$ cat src/include/pcsf_pkg.sv
// Constants shared by the fabric-side PCS stages: register map, fields, resets, latencies.
// Assumes a single 50 MHz clock and an APB register bus with 32-bit data.
package pcsf_pkg;

   // ------------------------------------------------------------------
   // Bus and register map
   // ------------------------------------------------------------------
   localparam int PCSF_ADDR_W = 12;
   localparam int PCSF_DATA_W = 32;
   localparam logic [11:0] PCSF_OFF_CTRL = 12'h000;
   localparam logic [11:0] PCSF_OFF_PATTERN = 12'h004;
   localparam logic [11:0] PCSF_OFF_PAD = 12'h008;
   localparam logic [11:0] PCSF_OFF_STATUS = 12'h00c;

   // ------------------------------------------------------------------
   // Control register fields
   // ------------------------------------------------------------------
   localparam int PCSF_CTRL_W = 14;
   localparam int PCSF_C_TX_REG = 0;
   localparam int PCSF_C_RX_REG = 1;
   localparam int PCSF_C_ORD_EN = 2;
   localparam int PCSF_C_AUTO = 3;
   localparam int PCSF_C_TWO_SYM = 4;
   localparam int PCSF_C_SYM10 = 5;
   localparam int PCSF_C_TXF_EN = 8;
   localparam int PCSF_C_TXE_EN = 9;
   localparam int PCSF_C_RXF_EN = 10;
   localparam int PCSF_C_RXE_EN = 11;
   localparam int PCSF_C_RME_EN = 12;
   localparam int PCSF_C_RMF_EN = 13;
   localparam logic [13:0] PCSF_CTRL_RST = 14'h0020;

   // ------------------------------------------------------------------
   // Symbol layout and pattern defaults
   // ------------------------------------------------------------------
   localparam int PCSF_SYM_W = 10;
   localparam int PCSF_NSYM = 4;
   localparam int PCSF_BYTE_W = 8;
   localparam logic [9:0] PCSF_PATTERN_RST = 10'h0bc;
   localparam logic [9:0] PCSF_PAD_RST = 10'h09c;

   // ------------------------------------------------------------------
   // Phase compensation latencies in FIFO mode
   // ------------------------------------------------------------------
   localparam int PCSF_TX_LAT = 3;
   localparam int PCSF_RX_LAT = 2;

   // ------------------------------------------------------------------
   // Status register fields
   // ------------------------------------------------------------------
   localparam int PCSF_S_PEND = 0;
   localparam int PCSF_S_TXF = 1;
   localparam int PCSF_S_TXE = 2;
   localparam int PCSF_S_RXF = 3;
   localparam int PCSF_S_RXE = 4;
   localparam int PCSF_S_RMF = 5;
   localparam int PCSF_S_RME = 6;
   localparam int PCSF_S_SHIFT = 8;
   localparam int PCSF_S_COUNT = 16;
   localparam int PCSF_CNT_W = 8;

endpackage

$ cat src/pcsf_pcfifo.sv
// Phase compensation stage: a fixed-latency pipeline in FIFO mode, one register in register mode.
// Assumes both sides share i_clk; the stage absorbs alignment by a fixed depth.
`timescale 1ns/1ns
module pcsf_pcfifo #(
   parameter int W = 40,
   parameter int LAT = 3
) (
   input wire logic i_clk,
   input wire logic i_rstn,
   input wire logic i_reg_mode,
   input wire logic i_full_en,
   input wire logic i_empty_en,
   input wire logic [W-1:0] i_data,
   input wire logic i_valid,
   output logic [W-1:0] o_data,
   output logic o_valid,
   output logic o_full,
   output logic o_empty
);

   initial begin
      if (LAT < 2 || LAT > 8) begin
         $error("pcsf_pcfifo: LAT must lie in 2..8");
      end
   end

   logic [W-1:0] stage_d [LAT-1];
   logic [LAT-2:0] stage_v;
   wire all_full = (&stage_v) & i_valid;
   wire all_empty = ~(|stage_v);
   wire [W-1:0] next_data = i_reg_mode ? i_data : stage_d[LAT-2];
   wire next_valid = i_reg_mode ? i_valid : stage_v[LAT-2];

   // Shifting every cycle keeps the latency fixed, which is what deterministic protocols need.
   always_ff @(posedge i_clk) begin
      if (!i_rstn) begin
         stage_v <= '0;
         o_valid <= 1'b0;
         o_data <= '0;
         o_full <= 1'b0;
         o_empty <= 1'b0;
      end else begin
         stage_v <= (LAT-1)'({stage_v, i_valid});
         o_valid <= next_valid;
         o_data <= next_data;
         o_full <= i_full_en & ~i_reg_mode & all_full;
         o_empty <= i_empty_en & ~i_reg_mode & all_empty;
      end
   end

   always_ff @(posedge i_clk) begin
      stage_d[0] <= i_data;
      for (int i = 1; i < LAT - 1; i++) begin
         stage_d[i] <= stage_d[i-1];
      end
   end

endmodule

$ cat src/pcsf_top.sv
// Fabric-side PCS stages: TX and RX phase compensation, RX byte ordering, FIFO status flags.
// Assumes one clock for fabric and PCS sides, an APB master, and a word aligner on i_clk.
//
// The register addresses and the APB slave port were chosen for this implementation.
`timescale 1ns/1ns
module pcsf_top
   import pcsf_pkg::*;
#(
   parameter int SYM_W = PCSF_SYM_W,
   parameter int NSYM = PCSF_NSYM,
   parameter int TX_LAT = PCSF_TX_LAT,
   parameter int RX_LAT = PCSF_RX_LAT
) (
   input wire logic i_clk,
   input wire logic i_rstn,
   input wire logic i_psel,
   input wire logic i_penable,
   input wire logic i_pwrite,
   input wire logic [PCSF_ADDR_W-1:0] i_paddr,
   input wire logic [PCSF_DATA_W-1:0] i_pwdata,
   output logic [PCSF_DATA_W-1:0] o_prdata,
   output logic o_pready,
   output logic o_pslverr,
   input wire logic [SYM_W*NSYM-1:0] i_tx_data,
   input wire logic i_tx_valid,
   output logic [SYM_W*NSYM-1:0] o_tx_data,
   output logic o_tx_valid,
   input wire logic [SYM_W*NSYM-1:0] i_rx_data,
   input wire logic i_rx_valid,
   input wire logic i_align_done,
   input wire logic i_order_req,
   output logic [SYM_W*NSYM-1:0] o_rx_data,
   output logic o_rx_valid,
   output logic o_byte_ordered,
   input wire logic i_rm_full,
   input wire logic i_rm_empty,
   output logic o_tx_pc_full,
   output logic o_tx_pc_empty,
   output logic o_rx_pc_full,
   output logic o_rx_pc_empty,
   output logic o_rm_full,
   output logic o_rm_empty
);

   localparam int DW = SYM_W * NSYM;
   localparam int PW = $clog2(NSYM);

   initial begin
      if (SYM_W < PCSF_BYTE_W || SYM_W > PCSF_SYM_W || NSYM < 2 || (NSYM & (NSYM - 1)) != 0) begin
         $error("pcsf_top: SYM_W must be 8..10 and NSYM a power of two, at least 2");
      end
   end

   // ------------------------------------------------------------------
   // Helper functions
   // ------------------------------------------------------------------
   function automatic logic sym_eq(input logic [SYM_W-1:0] sym, input logic [9:0] pat,
                                   input logic wide);
      logic full_eq;
      logic byte_eq;
      full_eq = (sym == pat[SYM_W-1:0]);
      byte_eq = (sym[PCSF_BYTE_W-1:0] == pat[PCSF_BYTE_W-1:0]);
      return wide ? full_eq : byte_eq;
   endfunction

   // Lowest symbol position holding the pattern; bit PW is the found flag.
   function automatic logic [PW:0] find_pat(input logic [DW-1:0] word, input logic [9:0] pat,
                                            input logic wide, input logic two);
      logic [PW:0] res;
      logic hit;
      res = '0;
      for (int p = NSYM - 1; p >= 0; p--) begin
         hit = sym_eq(word[p*SYM_W +: SYM_W], pat, wide);
         if (two) begin
            hit = hit && (p < NSYM - 1) && sym_eq(word[(p+1)*SYM_W +: SYM_W], pat, wide);
         end
         if (hit) begin
            res = {1'b1, PW'(p)};
         end
      end
      return res;
   endfunction

   // ------------------------------------------------------------------
   // APB slave
   // ------------------------------------------------------------------
   logic [PCSF_CTRL_W-1:0] ctrl;
   logic [9:0] pattern;
   logic [9:0] pad;
   logic [PCSF_DATA_W-1:0] status_word;

   wire setup = i_psel & ~i_penable;
   wire wr_en = i_psel & i_penable & o_pready & i_pwrite;
   wire hit_ctrl = (i_paddr == PCSF_OFF_CTRL);
   wire hit_pat = (i_paddr == PCSF_OFF_PATTERN);
   wire hit_pad = (i_paddr == PCSF_OFF_PAD);
   wire hit_stat = (i_paddr == PCSF_OFF_STATUS);
   wire mapped = hit_ctrl | hit_pat | hit_pad | hit_stat;
   wire [PCSF_DATA_W-1:0] rd_mux =
      hit_ctrl ? PCSF_DATA_W'(ctrl) :
      hit_pat ? PCSF_DATA_W'(pattern) :
      hit_pad ? PCSF_DATA_W'(pad) :
      hit_stat ? status_word : '0;

   // The answer is prepared in the setup cycle so that ready and data come straight from flops.
   always_ff @(posedge i_clk) begin
      if (!i_rstn) begin
         o_pready <= 1'b0;
         o_pslverr <= 1'b0;
         o_prdata <= '0;
      end else begin
         o_pready <= setup;
         o_pslverr <= setup & ~mapped;
         o_prdata <= (setup & ~i_pwrite) ? rd_mux : '0;
      end
   end

   always_ff @(posedge i_clk) begin
      if (!i_rstn) begin
         ctrl <= PCSF_CTRL_RST;
         pattern <= PCSF_PATTERN_RST;
         pad <= PCSF_PAD_RST;
      end else if (wr_en) begin
         if (hit_ctrl) begin
            ctrl <= i_pwdata[PCSF_CTRL_W-1:0];
         end
         if (hit_pat) begin
            pattern <= i_pwdata[9:0];
         end
         if (hit_pad) begin
            pad <= i_pwdata[9:0];
         end
      end
   end

   wire ord_en = ctrl[PCSF_C_ORD_EN];
   wire auto_mode = ctrl[PCSF_C_AUTO];
   wire sym10 = ctrl[PCSF_C_SYM10];
   wire two_sym = ctrl[PCSF_C_TWO_SYM];

   // ------------------------------------------------------------------
   // Transmit phase compensation
   // ------------------------------------------------------------------
   pcsf_pcfifo #(.W(DW), .LAT(TX_LAT)) u_tx_pc (
      .i_clk(i_clk),
      .i_rstn(i_rstn),
      .i_reg_mode(ctrl[PCSF_C_TX_REG]),
      .i_full_en(ctrl[PCSF_C_TXF_EN]),
      .i_empty_en(ctrl[PCSF_C_TXE_EN]),
      .i_data(i_tx_data),
      .i_valid(i_tx_valid),
      .o_data(o_tx_data),
      .o_valid(o_tx_valid),
      .o_full(o_tx_pc_full),
      .o_empty(o_tx_pc_empty)
   );

   // ------------------------------------------------------------------
   // Receive byte ordering
   // ------------------------------------------------------------------
   logic req_q;
   logic align_q;
   logic pending;
   logic [PW-1:0] shift;
   logic [DW-1:0] prev;
   logic [DW-1:0] ord_data;
   logic ord_valid;
   logic [PCSF_CNT_W-1:0] op_count;

   wire req_rise = i_order_req & ~req_q;
   wire align_rise = i_align_done & ~align_q;
   wire trigger = ord_en & (auto_mode ? align_rise : req_rise);
   wire [PW:0] found = find_pat(i_rx_data, pattern, sym10, two_sym & (NSYM > 1));
   wire op = pending & ord_en & i_rx_valid & found[PW];
   wire [PW-1:0] use_shift = op ? found[PW-1:0] : (ord_en ? shift : '0);
   wire [SYM_W-1:0] pad_sym = sym10 ? pad[SYM_W-1:0] :
                                      SYM_W'(pad[PCSF_BYTE_W-1:0]);
   wire [DW-1:0] pad_word = {NSYM{pad_sym}};
   wire [2*DW-1:0] joined = {i_rx_data, op ? pad_word : prev};
   wire [2*DW-1:0] shifted = joined >> (int'(use_shift) * SYM_W);
   wire [DW-1:0] window = shifted[DW-1:0];

   always_ff @(posedge i_clk) begin
      if (!i_rstn) begin
         req_q <= 1'b0;
         align_q <= 1'b0;
         pending <= 1'b0;
         shift <= '0;
         op_count <= '0;
      end else begin
         req_q <= i_order_req;
         align_q <= i_align_done;
         pending <= trigger | (pending & ~op & ord_en);
         if (op) begin
            shift <= found[PW-1:0];
            op_count <= op_count + 1'b1;
         end
      end
   end

   always_ff @(posedge i_clk) begin
      if (!i_rstn) begin
         prev <= '0;
         ord_data <= '0;
         ord_valid <= 1'b0;
         o_byte_ordered <= 1'b0;
      end else begin
         if (i_rx_valid) begin
            prev <= i_rx_data;
            ord_data <= window;
         end
         ord_valid <= i_rx_valid;
         o_byte_ordered <= op;
      end
   end

   // ------------------------------------------------------------------
   // Receive phase compensation and rate match flags
   // ------------------------------------------------------------------
   pcsf_pcfifo #(.W(DW), .LAT(RX_LAT)) u_rx_pc (
      .i_clk(i_clk),
      .i_rstn(i_rstn),
      .i_reg_mode(ctrl[PCSF_C_RX_REG]),
      .i_full_en(ctrl[PCSF_C_RXF_EN]),
      .i_empty_en(ctrl[PCSF_C_RXE_EN]),
      .i_data(ord_data),
      .i_valid(ord_valid),
      .o_data(o_rx_data),
      .o_valid(o_rx_valid),
      .o_full(o_rx_pc_full),
      .o_empty(o_rx_pc_empty)
   );

   always_ff @(posedge i_clk) begin
      if (!i_rstn) begin
         o_rm_full <= 1'b0;
         o_rm_empty <= 1'b0;
      end else begin
         o_rm_full <= ctrl[PCSF_C_RMF_EN] & i_rm_full;
         o_rm_empty <= ctrl[PCSF_C_RME_EN] & i_rm_empty;
      end
   end

   always_comb begin
      status_word = '0;
      status_word[PCSF_S_PEND] = pending;
      status_word[PCSF_S_TXF] = o_tx_pc_full;
      status_word[PCSF_S_TXE] = o_tx_pc_empty;
      status_word[PCSF_S_RXF] = o_rx_pc_full;
      status_word[PCSF_S_RXE] = o_rx_pc_empty;
      status_word[PCSF_S_RMF] = o_rm_full;
      status_word[PCSF_S_RME] = o_rm_empty;
      status_word[PCSF_S_SHIFT +: PW] = shift;
      status_word[PCSF_S_COUNT +: PCSF_CNT_W] = op_count;
   end

endmodule

$ cat config.mk
export PLATFORM = sky130hd
export DESIGN_NAME = pcsf_top
export DESIGN_NICKNAME = d
export VERILOG_FILES = /design/src/include/pcsf_pkg.sv /design/src/pcsf_pcfifo.sv /design/src/pcsf_top.sv
export SDC_FILE = /design/constraint.sdc
export NUM_CORES = 1
export LEC_CHECK = 0
export ABC_AREA = 1
export BUFFER_PORTS_ARGS = -buffer_cell sky130_fd_sc_hd__buf_4
export CORE_AREA = 5 5 219 157
export CTS_BUF_LIST = sky130_fd_sc_hd__clkbuf_16
export DETAILED_ROUTE_END_ITERATION = 10
export DIE_AREA = 0 0 224 162
export PLACE_DENSITY = 0.71
export SLEW_MARGIN = 30
export SYNTH_ARGS = -nofsm -noshare
export SYNTH_HDL_FRONTEND = slang
export SYNTH_SLANG_ARGS = --single-unit
export TNS_END_PERCENT = 50
$ cat constraint.sdc
create_clock -name i_clk -period 2.5 [get_ports i_clk]
set_input_delay 0.25 -clock i_clk [delete_from_list [all_inputs] [get_ports i_clk]]
set_output_delay 0.25 -clock i_clk [all_outputs]
set_load 0.01 [all_outputs]
==> reports/qor.txt <==
CP Buf/Inv Count - 4
hold crit path type - in -> reg
Slew @ Worst Pin - 0.818 ns
first-pass GRT wire length - 76900 µm
Max FO, Critical Path - 5
IO Pins - 258
critical path's largest stage delay - 0.36 ns
Gate Count Post-Synth - 1866
# DRC - 0
failing checks - setup timing
layout cells sized above 1 - 31.5%
Logic pwr share - 8.8%
arrival time worst endpoint - 3.19 ns
drt first-iter violations - 1690
Req. time, crit path - 2.91 ns
die width - 224 µm
Switching Share - 24.3%
drt pass-1 iters - 6
fin crit period - 2.78 ns
Seq/Total Area, Yosys - 51.4%
Layout area overhead - 46.3%
setup total negative slack - -7.19 ns
Clk pwr share - 45.0%
P_int - 10.1 mW
die area - 36300 µm²
Setup crit start kind - flip-flop
Buffers on Ports - 229
Via Count - 14.6k
Max IR drop VDD - 0.000611 V
largest net degree at the start of global routing - 188
Num CTS Buffers - 36
Mean Syn Cell Area - 7.60 µm²
crit path kind - reg -> reg
unrepaired setup endpoints after global routing - true
design area - 20700 µm²
GRT overflow - 0
Slowest-stage cell, CP - dfxtp_4
final critical-path setup slack - -0.276 ns
Die Span Y - 162 µm
Diodes inserted - 0
Final Cycle Share - 111%
CTS Buffer Depth - 3
CP endpoint kind - flip-flop
Root Driver - clkbuf_16
final max-slew violation count - 0
Static Leak - 9.69 nW
count of cell types in the netlist - 39
Placeable Area - 32000 µm²
Core Rows - 55
#FFs+latches synth - 364
register share of total power - 46.2%
Post-synth top flop - dfxtp_1
Worst-Skew Late Latency - 0.55 ns
initial antenna violation count - 0
Via density - 5.33
final hold violations - 0
gpl congestion - 1.05
antenna viol nets, final - 0
Placed Area - 17200 µm²
overall routed net length - 52400 µm
clk sink count - 364
CTS tree - built
Starting Density - 44.3%
fmax - 360 MHz
Post-synth EDFFs - 0
Max Cap Viol - 0
status - finished, violations left
gr usage total - 26.8%
Critical Path, Cell by Cell - buf_6 > nand2_1 > nand4_1 > nor2_2 > nand3_2 > nand2_1 > nand2_2 > nand3_4 > nand2_8 > a21oi_4 > buf_12 > buf_8 > buf_12 > nand3_1 > nand3_1 > nand3_1 > nand3_1 > a21oi_1
per-cell routed wire length - 19.1 µm
endpoints failing setup - 40
Total Nets Final - 2423
Post-synth ARST share - 0%
CP top delay family - simple AND/OR/NAND/NOR gates
vias in the first global route - 13.7k
P_sw - 3.24 mW
cell area after synthesis - 14200 µm²
CTS clk-pin slew, worst paths - 0.07 ns
Worst path most repeated cell - nand3_1
relative slew slack - 45.5%
power per cell area - 643 nW/µm²
Synth warnings - 0
Detail Placement HPWL - 35200 µm
H-tree depth - 2
Layout Skew - 0.0219 ns
==> cell type report <==
class / instances / area, µm²
fill: 2662 / 11300
clock buffer: 36 / 901
sequential: 364 / 7310
inverter: 120 / 482
tap: 427 / 534
multi-input combinational: 1263 / 6690
clock inverter: 30 / 415
timing repair buffer: 502 / 4400
==> worst register-to-register path: stages (launching register included) <==
cell and delay [ns]:
dfxtp_4 0.36, buf_6 0.13, nand2_1 0.06, nand4_1 0.09
nor2_2 0.20, nand3_2 0.12, nand2_1 0.08, nand2_2 0.10
nand3_4 0.15, nand2_8 0.09, a21oi_4 0.18, buf_12 0.15
buf_8 0.13, buf_12 0.13, nand3_1 0.10, nand3_1 0.12
nand3_1 0.18, nand3_1 0.16, a21oi_1 0.08
==> kinds of logic (layout without fill, tap and decap cells) <==
logic type	count (synthesis)	in the layout	share of synthesized area, %
xor+xnor	9	9	0.556
fa+ha+maj	1	1	0.0883
other cells	1	10	0.0265
flops	364	364	51.4
compound gates	381	381	14.3
buf+inv	248	688	7.73
simple gates	862	862	25.9
==> stage by stage <==
step / utilization (%) / hold WS (ns) / setup slack, ns / std cells / power, mW
final: 64.8 / 0.0197 / -0.276 / 2742 / 13.3
after global routing: 64.8 / 0.0296 / -0.396 / 2742 / 13.8
after CTS: 61.8 / 0.00538 / -0.143 / 2719 / 13.3
after detailed placement: 53.8 / 0.312 / -0.435 / 2580 / 7.28
after global placement: 53.8 / 0.310 / -0.452 / 2580 / 7.27
after floorplan: - / 0.278 / 0.287 / 1875 / 6.73
==> state kept, by name, summed over array words and instances (netlist names), 2 cells and up <==
register,cells
ctrl,14
o_prdata,22
op_count,8
ord_data,40
pad,10
pattern,10
prev,40
shift,2
u_rx_pc.o_data,40
u_rx_pc.stage_d,40
u_tx_pc.o_data,40
u_tx_pc.stage_d,80
u_tx_pc.stage_v,2
==> cell usage in the layout (no fill, tap or decap), types with 11 or more instances in the layout <==
| master | Yosys | layout |
|---|---|---|
| buf_6 | 7 | 21 |
| nand4_1 | 11 | 11 |
| a21oi_2 | 0 | 16 |
| dfxtp_1 | 364 | 355 |
| o21ai_0 | 194 | 193 |
| buf_4 | 16 | 392 |
| o211ai_1 | 33 | 33 |
| a21oi_1 | 126 | 110 |
| a31oi_1 | 12 | 12 |
| buf_12 | 0 | 13 |
| nand2_1 | 381 | 326 |
| nand3_1 | 189 | 91 |
| nand3_2 | 8 | 97 |
| dlygate4sd3_1 | 0 | 59 |
| clkbuf_16 | 0 | 42 |
| inv_1 | 106 | 108 |
| nor2_1 | 239 | 233 |
| nand2_2 | 8 | 57 |
==> synthesized netlist by cell type, types with 2 or more instances <==
cell type,instances,share of area (%)
nand3_1,189,6.7
buf_2,33,1.2
o22ai_1,2,0.088
a31oi_1,12,0.53
inv_2,12,0.32
o21ai_0,194,6.9
nor3_2,2,0.14
nor2_1,239,6.3
inv_1,106,2.8
dfxtp_1,364,51
clkinv_1,2,0.053
nand4_1,11,0.49
nand3_2,8,0.56
nand2_4,3,0.24
nand2_2,8,0.35
buf_6,7,0.56
a21oi_1,126,4.4
nor4_1,6,0.26
clkbuf_1,61,1.6
nand3b_1,2,0.11
nor3_1,9,0.32
nand2_1,381,10
o211ai_1,33,1.7
xnor2_1,9,0.56
o21ai_1,9,0.32
buf_1,10,0.26
buf_4,16,0.85
==> path summary, 6_finish.rpt <==
| check | start | endpoint | slack, ns | cells past startpoint |
|---|---|---|---|---|
| setup reg to reg | pattern[0]$_SDFFE_PN0P_ | ord_data[22]$_SDFFE_PN0P_ | -0.28 | 18 |
| hold reg to reg | u_tx_pc.stage_d[0][28]$_DFF_P_ | u_tx_pc.stage_d[0][68]$_DFF_P_ | 0.32 | 0 |
| setup / recovery | pattern[0]$_SDFFE_PN0P_ | ord_data[22]$_SDFFE_PN0P_ | -0.28 | 18 |
| hold / removal | i_pwdata[1] | pattern[1]$_SDFFE_PN0P_ | 0.02 | 3 |
==> what timing repair did <==
action | CTS | global route
cloned | 4 | 6
endpoints found under the setup margin | 44 | 44
endpoints found under the hold margin | 103 | 0
pin swaps | 23 | 45
resized for setup | 113 | 167
hold buffers | 59 | 0
setup buffers | 10 | 17
==> layer usage <==
| metal | global-route usage [%] | wire [µm] | vias to the layer above |
|---|---|---|---|
| li1 | - | - | 6951 |
| met1 | 37.4 | 22500 | 6921 |
| met2 | 41.7 | 23200 | 648 |
| met3 | 7.03 | 5320 | 99 |
| met4 | 6.54 | 1330 | 0 |
| met5 | 0 | 0 | - |
==> power groups by stage <==
stage	combinational [mW]	sequential [mW]	clock, mW
after detailed placement	0.993	6.29	0
after global routing	1.26	6.18	6.34
after global placement	0.984	6.28	0
after floorplan	0.441	6.28	0
final	1.17	6.16	6.00
after CTS	1.09	6.16	6.05
Note: power is estimated with default switching activity, not from simulation.
